### src/design/nfc_pkg.sv
package nfc_pkg;

   // ----------------------------------------------------------------
   // Clock and pin timing
   // ----------------------------------------------------------------
   localparam int CLK_NS        = 50;     // 20 MHz system clock
   localparam int RESET_PULSE_NS = 500;   // reset_pulse_min
   localparam int RESET_RECOV_NS = 50;    // reset_recovery_time
   localparam int RESET_SETTLE_NS = 20000; // reset_settle_time
   localparam int WE_LOW_NS     = 35;     // write strobe low time
   localparam int ACCESS_NS     = 70;     // read access time
   localparam int RESET_PULSE_CYC =
      (RESET_PULSE_NS + CLK_NS - 1) / CLK_NS;
   localparam int RESET_RECOV_CYC =
      (RESET_RECOV_NS + CLK_NS - 1) / CLK_NS;
   localparam int RESET_SETTLE_CYC =
      (RESET_SETTLE_NS / CLK_NS) < 1 ? 1 : RESET_SETTLE_NS / CLK_NS;
   localparam int WE_LOW_CYC    = (WE_LOW_NS + CLK_NS - 1) / CLK_NS;
   localparam int ACCESS_CYC    = (ACCESS_NS + CLK_NS - 1) / CLK_NS;

   // ----------------------------------------------------------------
   // Register map (byte addresses) and fields
   // ----------------------------------------------------------------
   localparam logic [7:0] REG_CTRL   = 8'h00;
   localparam logic [7:0] REG_ADDR   = 8'h04;
   localparam logic [7:0] REG_STATUS = 8'h08;
   localparam logic [7:0] REG_RDATA  = 8'h0c;
   localparam int CTRL_OP_LSB   = 0;      // op code, bits 2:0
   localparam int CTRL_BYTE_BIT = 8;      // byte mode unlock addresses
   localparam int ST_BUSY_BIT   = 0;
   localparam int ST_DONE_BIT   = 1;
   localparam int ST_FAIL_BIT   = 2;
   localparam int ST_RDY_BIT    = 3;
   localparam logic [19:0] ADDR_RESET  = 20'h00000;
   localparam logic [15:0] RDATA_RESET = 16'h0000;

   // ----------------------------------------------------------------
   // Operations that software can start
   // ----------------------------------------------------------------
   typedef enum logic [2:0] {
      NFC_OP_NONE  = 3'b000,
      NFC_OP_READ  = 3'b001,
      NFC_OP_RESET = 3'b010,
      NFC_OP_ID    = 3'b011,
      NFC_OP_PV    = 3'b100,
      NFC_OP_ERASE = 3'b101,
      NFC_OP_HWRST = 3'b110
   } nfc_op_t;

   // ----------------------------------------------------------------
   // Command bytes and unlock addresses
   // ----------------------------------------------------------------
   localparam logic [7:0]  CMD_UNLOCK1 = 8'haa;
   localparam logic [7:0]  CMD_UNLOCK2 = 8'h55;
   localparam logic [7:0]  CMD_ID      = 8'h90;
   localparam logic [7:0]  CMD_SETUP   = 8'h80;
   localparam logic [7:0]  CMD_CHIP_ER = 8'h10;
   localparam logic [7:0]  CMD_RESET   = 8'hf0;
   localparam logic [11:0] UNL1_WORD   = 12'h555;
   localparam logic [11:0] UNL2_WORD   = 12'h2aa;
   localparam logic [11:0] UNL1_BYTE   = 12'haaa;
   localparam logic [11:0] UNL2_BYTE   = 12'h555;
   localparam int POLL_BIT    = 7;
   localparam int TOGGLE_BIT  = 6;
   localparam int TIMEOUT_BIT = 5;

endpackage

### src/design/nfc_ctrl.sv
// How it works
// - Reads drive chip select and output gate low, write strobe high.
// - Command writes drive write strobe and chip select low, gate high.
// - Work cut off by a hardware reset is not reissued by the controller.
// - After reset release, wait the recovery time before reading.
// - On program or erase failure, write reset command to abort.
// - ID mode holds until reset command; controller always sends it.
// - Chip erase is six writes: unlock, 80h, unlock, 10h.
// - Sector for protect verify sits on address bits 19 to 12.
// - Unlock addresses 555h/2AAh in word mode, AAAh/555h in byte mode.
// - ID command is AAh, 55h, 90h at the unlock addresses.
`timescale 1ns/100ps
`default_nettype none

module nfc_ctrl #(
   parameter int RESET_SETTLE_CYC = nfc_pkg::RESET_SETTLE_CYC
) (
   // Clock and reset
   input  wire logic        clk_i,
   input  wire logic        rst_i,
   // Wishbone classic slave
   input  wire logic        wb_cyc_i,
   input  wire logic        wb_stb_i,
   input  wire logic        wb_we_i,
   input  wire logic [7:0]  wb_adr_i,
   input  wire logic [3:0]  wb_sel_i,
   input  wire logic [31:0] wb_dat_i,
   output logic      [31:0] wb_dat_o,
   output logic             wb_ack_o,
   // Flash control pins
   output logic      [19:0] flash_addr_o,
   output logic             chip_select_n_o,
   output logic             output_gate_n_o,
   output logic             write_strobe_n_o,
   output logic             hw_reset_n_o,
   input  wire logic        ready_busy_n_i,
   // Flash data pins, three signals each
   input  wire logic [15:0] flash_dq_i,
   output logic      [15:0] flash_dq_o,
   output logic             flash_dq_oe_n_o
);

   // Settle count must fit the 12-bit wait counter
   if (RESET_SETTLE_CYC < 1 || RESET_SETTLE_CYC > 4095) begin : g_bad_settle
      $error("RESET_SETTLE_CYC out of range");
   end

   // ----------------------------------------------------------------
   // Types and state
   // ----------------------------------------------------------------
   typedef enum logic [3:0] {
      S_IDLE  = 4'b0000,
      S_FETCH = 4'b0001,
      S_WSET  = 4'b0010,
      S_WPUL  = 4'b0011,
      S_WHLD  = 4'b0100,
      S_RACC  = 4'b0101,
      S_GAP   = 4'b0110,
      S_RSTL  = 4'b0111,
      S_RSTW  = 4'b1000
   } nfc_state_t;

   typedef enum logic [1:0] {
      K_WR = 2'b00, K_RD = 2'b01, K_POLL = 2'b10, K_END = 2'b11
   } nfc_kind_t;

   typedef enum logic [2:0] {
      A_UNL1 = 3'b000, A_UNL2 = 3'b001, A_USER = 3'b010,
      A_ID   = 3'b011, A_PV   = 3'b100
   } nfc_asel_t;

   nfc_state_t      state_ff;
   nfc_pkg::nfc_op_t op_ff;
   logic [2:0]      step_ff;
   logic [11:0]     cnt_ff;
   logic [19:0]     addr_ff;
   logic            byte_ff;
   logic [15:0]     rdata_ff;
   logic [15:0]     prev_ff;
   logic            have_prev_ff;
   logic            done_ff;
   logic            fail_ff;
   logic            start_ff;
   nfc_pkg::nfc_op_t req_op_ff;
   logic [15:0]     dq_sync;
   logic            rdy_sync;
   nfc_kind_t       kind;
   nfc_asel_t       asel;
   logic [7:0]      cdata;
   logic [19:0]     nxt_addr;

   // ----------------------------------------------------------------
   // Pin synchronisers
   // ----------------------------------------------------------------
   nfc_sync #(.W(17)) u_sync (
      .clk_i   (clk_i),
      .rst_i   (rst_i),
      .async_i ({ready_busy_n_i, flash_dq_i}),
      .sync_o  ({rdy_sync, dq_sync})
   );

   // ----------------------------------------------------------------
   // Step table: what each step of an operation does
   // ----------------------------------------------------------------
   always_comb begin
      kind  = K_END;
      asel  = A_USER;
      cdata = nfc_pkg::CMD_RESET;
      unique case (op_ff)
         nfc_pkg::NFC_OP_READ: begin
            if (step_ff == 3'd0) kind = K_RD;
         end
         nfc_pkg::NFC_OP_RESET: begin
            if (step_ff == 3'd0) kind = K_WR;
         end
         nfc_pkg::NFC_OP_ID, nfc_pkg::NFC_OP_PV: begin
            unique case (step_ff)
               3'd0: begin
                  kind  = K_WR;
                  asel  = A_UNL1;
                  cdata = nfc_pkg::CMD_UNLOCK1;
               end
               3'd1: begin
                  kind  = K_WR;
                  asel  = A_UNL2;
                  cdata = nfc_pkg::CMD_UNLOCK2;
               end
               3'd2: begin
                  kind  = K_WR;
                  asel  = A_UNL1;
                  cdata = nfc_pkg::CMD_ID;
               end
               3'd3: begin
                  kind = K_RD;
                  asel = (op_ff == nfc_pkg::NFC_OP_ID) ? A_ID : A_PV;
               end
               3'd4: kind = K_WR;
               default: kind = K_END;
            endcase
         end
         nfc_pkg::NFC_OP_ERASE: begin
            kind = K_WR;
            unique case (step_ff)
               3'd0, 3'd3: begin
                  asel  = A_UNL1;
                  cdata = nfc_pkg::CMD_UNLOCK1;
               end
               3'd1, 3'd4: begin
                  asel  = A_UNL2;
                  cdata = nfc_pkg::CMD_UNLOCK2;
               end
               3'd2: begin
                  asel  = A_UNL1;
                  cdata = nfc_pkg::CMD_SETUP;
               end
               3'd5: begin
                  asel  = A_UNL1;
                  cdata = nfc_pkg::CMD_CHIP_ER;
               end
               3'd6: kind = K_POLL;
               default: kind = K_END;
            endcase
         end
         default: kind = K_END;
      endcase
   end

   // Address for the current step; unlock upper bits don't care, driven 0
   always_comb begin
      nxt_addr = addr_ff;
      unique case (asel)
         A_UNL1: nxt_addr = {8'h00, byte_ff ? nfc_pkg::UNL1_BYTE
                                            : nfc_pkg::UNL1_WORD};
         A_UNL2: nxt_addr = {8'h00, byte_ff ? nfc_pkg::UNL2_BYTE
                                            : nfc_pkg::UNL2_WORD};
         A_ID:   nxt_addr = {19'h00000, addr_ff[0]};
         A_PV:   nxt_addr = {addr_ff[19:12], 12'h002};
         default: nxt_addr = addr_ff;
      endcase
   end

   // ----------------------------------------------------------------
   // Sequencer and pin drive
   // ----------------------------------------------------------------
   always_ff @(posedge clk_i) begin
      if (rst_i) begin
         state_ff         <= S_IDLE;
         op_ff            <= nfc_pkg::NFC_OP_NONE;
         step_ff          <= 3'd0;
         cnt_ff           <= 12'h000;
         rdata_ff         <= nfc_pkg::RDATA_RESET;
         prev_ff          <= 16'h0000;
         have_prev_ff     <= 1'b0;
         done_ff          <= 1'b0;
         fail_ff          <= 1'b0;
         flash_addr_o     <= 20'h00000;
         chip_select_n_o  <= 1'b1;
         output_gate_n_o  <= 1'b1;
         write_strobe_n_o <= 1'b1;
         hw_reset_n_o     <= 1'b1;
         flash_dq_o       <= 16'h0000;
         flash_dq_oe_n_o  <= 1'b1;
      end else begin
         unique case (state_ff)
            S_IDLE: begin
               if (start_ff) begin
                  op_ff        <= req_op_ff;
                  step_ff      <= 3'd0;
                  done_ff      <= 1'b0;
                  fail_ff      <= 1'b0;
                  have_prev_ff <= 1'b0;
                  if (req_op_ff == nfc_pkg::NFC_OP_HWRST) begin
                     hw_reset_n_o <= 1'b0;
                     cnt_ff       <= 12'(nfc_pkg::RESET_PULSE_CYC);
                     state_ff     <= S_RSTL;
                  end else begin
                     state_ff <= S_FETCH;
                  end
               end
            end
            S_FETCH: begin
               flash_addr_o <= nxt_addr;
               unique case (kind)
                  K_WR: begin
                     chip_select_n_o <= 1'b0;
                     output_gate_n_o <= 1'b1;
                     flash_dq_o      <= {8'h00, cdata};
                     flash_dq_oe_n_o <= 1'b0;
                     state_ff        <= S_WSET;
                  end
                  K_RD, K_POLL: begin
                     chip_select_n_o <= 1'b0;
                     output_gate_n_o <= 1'b0;
                     flash_dq_oe_n_o <= 1'b1;
                     cnt_ff   <= 12'(nfc_pkg::ACCESS_CYC + 2);
                     state_ff <= S_RACC;
                  end
                  default: begin
                     done_ff  <= 1'b1;
                     state_ff <= S_IDLE;
                  end
               endcase
            end
            S_WSET: begin
               write_strobe_n_o <= 1'b0;
               cnt_ff           <= 12'(nfc_pkg::WE_LOW_CYC);
               state_ff         <= S_WPUL;
            end
            S_WPUL: begin
               if (cnt_ff <= 12'h001) begin
                  write_strobe_n_o <= 1'b1;
                  state_ff         <= S_WHLD;
               end else begin
                  cnt_ff <= cnt_ff - 12'h001;
               end
            end
            S_WHLD: begin
               chip_select_n_o <= 1'b1;
               flash_dq_oe_n_o <= 1'b1;
               step_ff         <= step_ff + 3'd1;
               state_ff        <= S_GAP;
            end
            S_RACC: begin
               if (cnt_ff <= 12'h001) begin
                  chip_select_n_o <= 1'b1;
                  output_gate_n_o <= 1'b1;
                  state_ff        <= S_GAP;
                  rdata_ff        <= dq_sync;
                  if (kind != K_POLL) begin
                     step_ff <= step_ff + 3'd1;
                  end else if (dq_sync[nfc_pkg::POLL_BIT] ||
                               (have_prev_ff &&
                                dq_sync[nfc_pkg::TOGGLE_BIT] ==
                                prev_ff[nfc_pkg::TOGGLE_BIT])) begin
                     step_ff <= step_ff + 3'd1;
                  end else if (dq_sync[nfc_pkg::TIMEOUT_BIT]) begin
                     fail_ff <= 1'b1;
                     op_ff   <= nfc_pkg::NFC_OP_RESET;
                     step_ff <= 3'd0;
                  end
                  prev_ff      <= dq_sync;
                  have_prev_ff <= 1'b1;
               end else begin
                  cnt_ff <= cnt_ff - 12'h001;
               end
            end
            S_GAP: state_ff <= S_FETCH;
            S_RSTL: begin
               if (cnt_ff <= 12'h001) begin
                  hw_reset_n_o <= 1'b1;
                  cnt_ff       <= 12'(RESET_SETTLE_CYC);
                  state_ff     <= S_RSTW;
               end else begin
                  cnt_ff <= cnt_ff - 12'h001;
               end
            end
            S_RSTW: begin
               // Wait for ready, then the recovery gap; bounded by settle
               if (rdy_sync && cnt_ff > 12'(nfc_pkg::RESET_RECOV_CYC)) begin
                  cnt_ff <= 12'(nfc_pkg::RESET_RECOV_CYC);
               end else if (cnt_ff <= 12'h001) begin
                  done_ff  <= 1'b1;
                  state_ff <= S_IDLE;
               end else begin
                  cnt_ff <= cnt_ff - 12'h001;
               end
            end
            default: state_ff <= S_IDLE;
         endcase
      end
   end

   // ----------------------------------------------------------------
   // Wishbone slave: ack one cycle after request, dropped next cycle
   // ----------------------------------------------------------------
   always_ff @(posedge clk_i) begin
      if (rst_i) begin
         wb_ack_o  <= 1'b0;
         wb_dat_o  <= 32'h00000000;
         addr_ff   <= nfc_pkg::ADDR_RESET;
         byte_ff   <= 1'b0;
         start_ff  <= 1'b0;
         req_op_ff <= nfc_pkg::NFC_OP_NONE;
      end else begin
         start_ff <= 1'b0;
         wb_ack_o <= wb_cyc_i && wb_stb_i && !wb_ack_o;
         wb_dat_o <= 32'h00000000;
         if (wb_cyc_i && wb_stb_i && !wb_ack_o) begin
            if (wb_we_i) begin
               unique case (wb_adr_i)
                  nfc_pkg::REG_CTRL: begin
                     // Start ignored while busy; op 0 only sets mode
                     if (wb_sel_i[1])
                        byte_ff <= wb_dat_i[nfc_pkg::CTRL_BYTE_BIT];
                     if (wb_sel_i[0] && state_ff == S_IDLE &&
                         wb_dat_i[2:0] != 3'b000) begin
                        start_ff  <= 1'b1;
                        req_op_ff <= nfc_pkg::nfc_op_t'(
                           wb_dat_i[nfc_pkg::CTRL_OP_LSB +: 3]);
                     end
                  end
                  nfc_pkg::REG_ADDR: begin
                     if (wb_sel_i[0]) addr_ff[7:0]   <= wb_dat_i[7:0];
                     if (wb_sel_i[1]) addr_ff[15:8]  <= wb_dat_i[15:8];
                     if (wb_sel_i[2]) addr_ff[19:16] <= wb_dat_i[19:16];
                  end
                  default: ;
               endcase
            end else begin
               unique case (wb_adr_i)
                  nfc_pkg::REG_CTRL:
                     wb_dat_o <= {23'h000000, byte_ff, 5'h00, op_ff};
                  nfc_pkg::REG_ADDR:   wb_dat_o <= {12'h000, addr_ff};
                  nfc_pkg::REG_STATUS: wb_dat_o <= {28'h0000000, rdy_sync,
                     fail_ff, done_ff, state_ff != S_IDLE || start_ff};
                  nfc_pkg::REG_RDATA:  wb_dat_o <= {16'h0000, rdata_ff};
                  default:             wb_dat_o <= 32'h00000000;
               endcase
            end
         end
      end
   end

endmodule
`default_nettype wire

### src/design/nfc_sync.sv
`timescale 1ns/100ps
`default_nettype none

module nfc_sync #(
   parameter int W = 1
) (
   // Clock and reset
   input  wire logic         clk_i,
   input  wire logic         rst_i,
   // Asynchronous level in, synchronised level out
   input  wire logic [W-1:0] async_i,
   output logic      [W-1:0] sync_o
);

   logic [W-1:0] meta_ff;

   // Two stages; the first is read by the second only
   always_ff @(posedge clk_i) begin
      if (rst_i) begin
         meta_ff <= '0;
         sync_o  <= '0;
      end else begin
         meta_ff <= async_i;
         sync_o  <= meta_ff;
      end
   end

endmodule
`default_nettype wire

### config.mk
export PLATFORM = sky130hd
export DESIGN_NAME = nfc_ctrl
export DESIGN_NICKNAME = d
export VERILOG_FILES = /design/src/design/nfc_pkg.sv /design/src/design/nfc_ctrl.sv /design/src/design/nfc_sync.sv
export SDC_FILE = /design/constraint.sdc
export NUM_CORES = 1
export LEC_CHECK = 0
export ABC_AREA = 1
export BUFFER_PORTS_ARGS = -buffer_cell sky130_fd_sc_hd__buf_2
export CAP_MARGIN = 20
export CORE_ASPECT_RATIO = 1.75
export CORE_UTILIZATION = 50
export CTS_CLUSTER_SIZE = 10
export DETAILED_ROUTE_END_ITERATION = 6
export GPL_ROUTABILITY_DRIVEN = 0
export HOLD_SLACK_MARGIN = 0.03
export PLACE_DENSITY = 0.77
export SLEW_MARGIN = 25
export SYNTH_ARGS = -nofsm -noshare
export SYNTH_HDL_FRONTEND = slang
export SYNTH_SLANG_ARGS = --single-unit
### constraint.sdc
create_clock -name clk_i -period 2.6 [get_ports clk_i]
set_clock_uncertainty 0.1 [all_clocks]
set_input_delay 0.52 -clock clk_i [delete_from_list [all_inputs] [get_ports clk_i]]
set_output_delay 0.52 -clock clk_i [all_outputs]
set_load 0.02 [all_outputs]
==> flow_metrics.env, run 1 <==
export IMPL_initialDrtViolationCount=461
export IMPL_synth_common_cells="dfxtp_1, nor2_1, nand2_1"
export IMPL_grt_overflow_total=0
export IMPL_die_w_um=90.2
export IMPL_ys_async_sr_fraction=0
export IMPL_p_per_area_nw_per_um2=1030
export IMPL_critPathSlowestCell="dfxtp_4"
export IMPL_reg2reg_to="cnt_ff[6]"
export IMPL_crit_path_end="cnt_ff[6]"
export IMPL_rsz0062_at_grt="true"
export IMPL_ys_seq_area_frac=0.447
export IMPL_maxCapViolations=0
export IMPL_setup_worst_path_end_class="flip-flop"
export IMPL_place_area_um2=7540
export IMPL_outcome="finished clean"
export IMPL_worstSetupPathType="flip-flop to flip-flop"
export IMPL_syn_cell_area_um2=6800
export IMPL_core_area_um2=13300
export IMPL_syn_area_per_cell_um2=7.31
export IMPL_yosysMostFrequentCell="dfxtp_1"
export IMPL_synthCells=931
export IMPL_insertion_delay_ns=0.42
export IMPL_hp_class="primary input to flip-flop"
export IMPL_total_leakage_power_nw=3.80
export IMPL_clk_pin_slew_ns=0.06
export IMPL_min_period_ns=2.57
export IMPL_num_vias=6510
export IMPL_reg2reg_from="step_ff[0]"
export IMPL_ys_ff_latch=152
export IMPL_slowest_delay_ns=0.38
export IMPL_min_period_over_period=0.987
export IMPL_slew_headroom=0.558
export IMPL_grt_pass1_vias=6156
export IMPL_die_area_um2=14100
export IMPL_dp_hpwl_um=13300
export IMPL_wire_per_inst_um=14.4
export IMPL_htreeDepth=4
export IMPL_cts_made_buffers=17
export IMPL_viasPerCell=5.24
export IMPL_power_total_mw=8.56
export IMPL_setup_viol=0
export IMPL_path_cells="inv_4 > ha_4 > nand2_1 > inv_1 > o21ai_1 > nor4_4 > inv_1 > ha_4 > o21ai_4 > buf_6 > nor2_4 > nand2_2 > nand2_1 > nand2_1 > nor2_2"
export IMPL_syn2layout_area_growth_pct=22.5
export IMPL_r2r_cells=15
export IMPL_peakVddDrop_uv=498
export IMPL_yosys_warnings=0
export IMPL_cp_start_kind="flip-flop"
export IMPL_drive_above_1_share=0.223
export IMPL_cts_hold_fix_buffers=0
export IMPL_final_cell_count_no_fill=1242
export IMPL_ant_nets=0
export IMPL_worst_pin_slew_ns=0.663
export IMPL_rrSetupSlack_ns=0.03
export IMPL_cts_sinks=152
export IMPL_synth_edf_count=0
export IMPL_grt_pass1_wl_um=28400
export IMPL_grtUsageTotal=0.255
export IMPL_initial_core_util=0.511
export IMPL_ys_top_cells_by_area="dfxtp_1, nor2_1, nand2_1"
export IMPL_critical_path_required_ns=2.86
export IMPL_final_nets=1132
export IMPL_final_setup_tns_ns=0
export IMPL_final_util=0.626
export IMPL_yosysTopAreaCell="dfxtp_1"
export IMPL_fmax_mhz=390
export IMPL_slew_violations=0
export IMPL_rows=56
export IMPL_cts_root_buf="clkbuf_16"
export IMPL_clk_path_buf_depth=2
export IMPL_grt_max_degree=65
export IMPL_hold_violations=0
export IMPL_critPathArrivalTime_ns=2.83
export IMPL_io_buffer_count=106
export IMPL_antenna_found_initial=0
export IMPL_wirelength_um=17900
export IMPL_die_y_um=156
export IMPL_path_common_cell="nand2_1"
export IMPL_cts_tree="yes"
export IMPL_drcViolationCount=0
export IMPL_io_pins=140
export IMPL_synth_ff_type="dfxtp_1"
export IMPL_synth_cell_types=43
export IMPL_stdcell_area_um2=8330
export IMPL_worstPathMaxFanout=7
export IMPL_netlist_area_leader_share=0.447
export IMPL_crit_start="step_ff[0]"
export IMPL_dr_pass1_iters=5
export IMPL_place_inst=1204
timing repair:
action | CTS | global route
resized for setup | 18 | 33
buffers inserted | 0 | 4
endpoints found under the setup margin | 20 | 27
gates cloned | 0 | 1
pin swaps | 4 | 16
area by class of cell:
class,instances,area [um^2]
Multi-Input combinational cell,609,3180
Clock inverter,13,134
Clock buffer,19,453
Fill cell,1212,4980
Sequential cell,152,3050
Tap cell,174,218
Inverter,138,527
Antenna cell,1,2.50
Timing Repair inverter,1,7.51
Timing Repair Buffer,135,764
report_power, final:
group | internal, mW | total (mW) | switching (mW)
clock | 1.40 | 2.42 | 1.03
sequential | 2.62 | 2.82 | 0.197
combinational | 1.12 | 3.32 | 2.19
layout by cell type, fill, tap and decap left out, types with 8 or more instances in the layout:
cell,synthesis,routed
clkbuf_16,0,17
inv_1,125,120
a21oi_1,61,60
inv_2,10,13
nand3_1,36,34
nor2_1,142,135
o21ai_0,74,68
a211oi_1,21,21
buf_4,24,27
conb_1,1,20
nand2_2,7,10
nor3_1,20,19
nor2_2,8,13
nand2_1,136,132
dfxtp_1,152,150
o22ai_1,10,10
ha_1,12,8
nand4_1,18,18
buf_2,7,106
critical path: cells and delay by family (launching register included):
family          cells  cell delay [ns]
flops               1             0.38
fa+ha+maj           2             0.46
buf+inv             4             0.44
simple gates        7             0.95
compound gates      2             0.18
logic make-up (layout without fill, tap and decap cells):
logic type,after synthesis,count (layout),synth area share
AOI/OAI and AO/OA,187,187,0.155
xor gates and xnor gates,6,6,0.00772
adders and majority gates,12,12,0.0221
buffers and inverters,189,306,0.119
DFF,152,152,0.447
other,1,21,0.000551
and+or+nand+nor,384,384,0.249
registers in the layout, indices dropped and copies added, names as in the netlist:
register          cells
u_sync.sync_o        17
write_strobe_n_o      1
chip_select_n_o       1
wb_ack_o              1
state_ff              4
flash_addr_o         20
req_op_ff             3
addr_ff              20
flash_dq_oe_n_o       1
fail_ff               1
prev_ff              16
done_ff               1
step_ff               3
byte_ff               1
wb_dat_o             20
output_gate_n_o       1
cnt_ff               12
flash_dq_o            6
op_ff                 3
hw_reset_n_o          1
u_sync.meta_ff       17
start_ff              1
have_prev_ff          1
worst min-delay path by stage:
stage                                     to  cells after the start              start
after global routing       u_sync.meta_ff[9]                      3      flash_dq_i[9]
after global placement      u_sync.sync_o[3]                      2  u_sync.meta_ff[3]
after floorplan             u_sync.sync_o[0]                      2  u_sync.meta_ff[0]
after CTS                  u_sync.meta_ff[9]                      3      flash_dq_i[9]
after detailed placement    u_sync.sync_o[1]                      2  u_sync.meta_ff[1]
final                     u_sync.meta_ff[11]                      3     flash_dq_i[11]
per-stage QoR:
step | hold WS [ns] | setup WS (ns)
after global placement | 0.290 | -0.0268
after detailed placement | 0.292 | -0.163
after CTS | 0.192 | 0.00863
after global routing | 0.191 | -0.128
after floorplan | 0.288 | 0.0651
final | 0.193 | 0.0333
metal layers:
layer | up-vias | global-route usage | part of all wire | wire length (um)
li1 | 3222 | - | - | -
met1 | 2939 | 0.257 | 0.36 | 6480
met2 | 279 | 0.473 | 0.53 | 9480
met3 | 70 | 0.0515 | 0.054 | 972
met4 | 0 | 0.170 | 0.054 | 975
met5 | - | 0 | 0 | 0
(Power assumes the default switching activity.)
==> run 2: changes to the inputs <==
Settings changed: CTS_CLUSTER_SIZE 10 to 24, SETUP_SLACK_MARGIN set to 0.3.
==> run 2 against run 1 <==
Clock power about the same. First-iteration DRC count rose by 11%. Critical endpoint is now state_ff[2]. Die area is the same. Highest routed layer unchanged. Flip-flop and latch count unchanged. Final cell count increased by 0.64%. Via count rose by 2.4%.
==> flow_metrics.env, run 2 (same netlist as run 1, synthesis figures left out) <==
export IMPL_wirelength_um=19000
export IMPL_cp_start_kind="flip-flop"
export IMPL_grt_pass1_vias=6292
export IMPL_ant_nets=0
export IMPL_cts_root_buf="clkbuf_16"
export IMPL_rsz0062_at_grt="true"
export IMPL_total_leakage_power_nw=3.89
export IMPL_io_buffer_count=106
export IMPL_io_pins=140
export IMPL_fmax_mhz=388
export IMPL_core_area_um2=13300
export IMPL_power_share_clock=0.276
export IMPL_grt_max_degree=61
export IMPL_seq_area_um2=3050
export IMPL_insertion_delay_ns=0.42
export IMPL_outcome="finished clean"
export IMPL_die_area_um2=14100
export IMPL_antenna_found_initial=1
export IMPL_viasPerCell=5.33
export IMPL_layout_setup_ws_ns=0.0197
export IMPL_cts_made_buffers=17
export IMPL_power_switching_mw=3.60
export IMPL_maxCapViolations=0
export IMPL_hold_violations=0
export IMPL_layout_common_cells="dfxtp_1, nor2_1, nand2_1"
export IMPL_reg_top3="addr_ff: 20 flops, flash_addr_o: 20 flops, wb_dat_o: 20 flops"
export IMPL_p_int_mw=5.20
export IMPL_layout_commonest_cell="dfxtp_1"
export IMPL_die_y_um=156
export IMPL_die_w_um=90.2
export IMPL_critical_path_required_ns=2.80
export IMPL_peakVddDrop_uv=553
export IMPL_hp_class="primary input to flip-flop"
export IMPL_worst_pin_slew_ns=0.539
export IMPL_initial_core_util=0.511
export IMPL_worstPathMaxFanout=6
export IMPL_grtUsageTotal=0.263
export IMPL_syn2layout_area_growth_pct=26.7
export IMPL_p_comb_frac=0.403
export IMPL_drive_above_1_share=0.263
export IMPL_worstSetupPathType="flip-flop to flip-flop"
export IMPL_nFillCells=1153
export IMPL_min_period_ns=2.58
export IMPL_initialDrtViolationCount=510
export IMPL_final_nets=1140
export IMPL_grt_pass1_wl_um=29300
export IMPL_clk_pin_slew_ns=0.07
export IMPL_grt_overflow_total=0
export IMPL_min_period_over_period=0.992
export IMPL_critPathArrivalTime_ns=2.78
export IMPL_htreeDepth=4
export IMPL_switching_share=0.409
export IMPL_setup_viol=0
export IMPL_rows=56
export IMPL_power_total_mw=8.80
export IMPL_dr_pass1_iters=6
export IMPL_cts_tree="yes"
export IMPL_p_per_area_nw_per_um2=1020
export IMPL_clk_path_buf_depth=2
export IMPL_whs_ns=0.193
export IMPL_setup_worst_path_end_class="flip-flop"
export IMPL_slew_headroom=0.640
export IMPL_dp_hpwl_um=12900
export IMPL_slew_violations=0
export IMPL_p_seq_frac=0.321
export IMPL_num_vias=6668
export IMPL_final_setup_tns_ns=0
export IMPL_multiInputGateArea_um2=3370
export IMPL_cts_sinks=152
export IMPL_wire_per_inst_um=15.2
export IMPL_drcViolationCount=0
export IMPL_dp_slack_ns=0.000804
[run 2: final timing paths]
kind | start | to | slack (ns) | depth (start not counted)
hold / removal | rst_i | wb_ack_o | 0.19 | 2
setup reg to reg | op_ff[1] | state_ff[2] | 0.02 | 15
setup / recovery | op_ff[1] | state_ff[2] | 0.02 | 15
hold reg to reg | u_sync.meta_ff[6] | u_sync.sync_o[6] | 0.30 | 2
[run 2: cell type report]
class,instances,share of cell area
antenna,1,0.000290
clock buffer,18,0.0509
clock inverter,14,0.0161
inverter,138,0.0615
multi-input combinational,609,0.391
sequential,152,0.354
tap,174,0.0253
timing repair buffer,143,0.100
timing repair inverter,1,0.000726
[run 2: repair_timing]
| item | in CTS | in global routing |
|---|---|---|
| cloned | 1 | 0 |
| setup buffers | 8 | 12 |
| resized for setup | 37 | 59 |
| pin swaps | 26 | 40 |
| hold buffers | 0 | 0 |
| endpoints found under the setup margin | 28 | 39 |
[run 2: critical path, stage by stage, from the launching register on]
cell and delay (ns):
dfxtp_1 0.35, inv_1 0.21, nand3_1 0.15, nand2_1 0.19
nor2_4 0.07, nor4_4 0.33, buf_4 0.17, inv_2 0.04
ha_4 0.22, buf_4 0.14, inv_4 0.06, nor2_4 0.04
nor2_1 0.13, nand4_1 0.12, nand2_1 0.09, nor2_1 0.04
[run 2: power groups by stage]
| stage | Clock (mW) | Combinational, mW | Sequential (mW) |
|---|---|---|---|
| after floorplan | 0 | 2.13 | 2.98 |
| after global placement | 0 | 3.01 | 2.87 |
| after detailed placement | 0 | 3.08 | 2.87 |
| after CTS | 2.45 | 3.22 | 2.82 |
| after global routing | 2.55 | 3.89 | 2.86 |
| final | 2.43 | 3.55 | 2.83 |
[run 2: layer usage]
| layer | global-route usage | vias up | share of wire |
|---|---|---|---|
| met5 | 0 | - | 0 |
| met4 | 0.179 | 0 | 0.050 |
| met3 | 0.0476 | 78 | 0.048 |
| met2 | 0.481 | 289 | 0.53 |
| met1 | 0.272 | 3062 | 0.37 |
| li1 | - | 3239 | - |
[run 2: metrics by stage]
stage                     utilization  cells  instance area, um^2
after global placement          0.569   1196                 7570
after global routing            0.648   1250                 8620
after floorplan                     -    950                 6960
final                           0.648   1250                 8620
after detailed placement        0.569   1196                 7570
after CTS                       0.625   1237                 8330
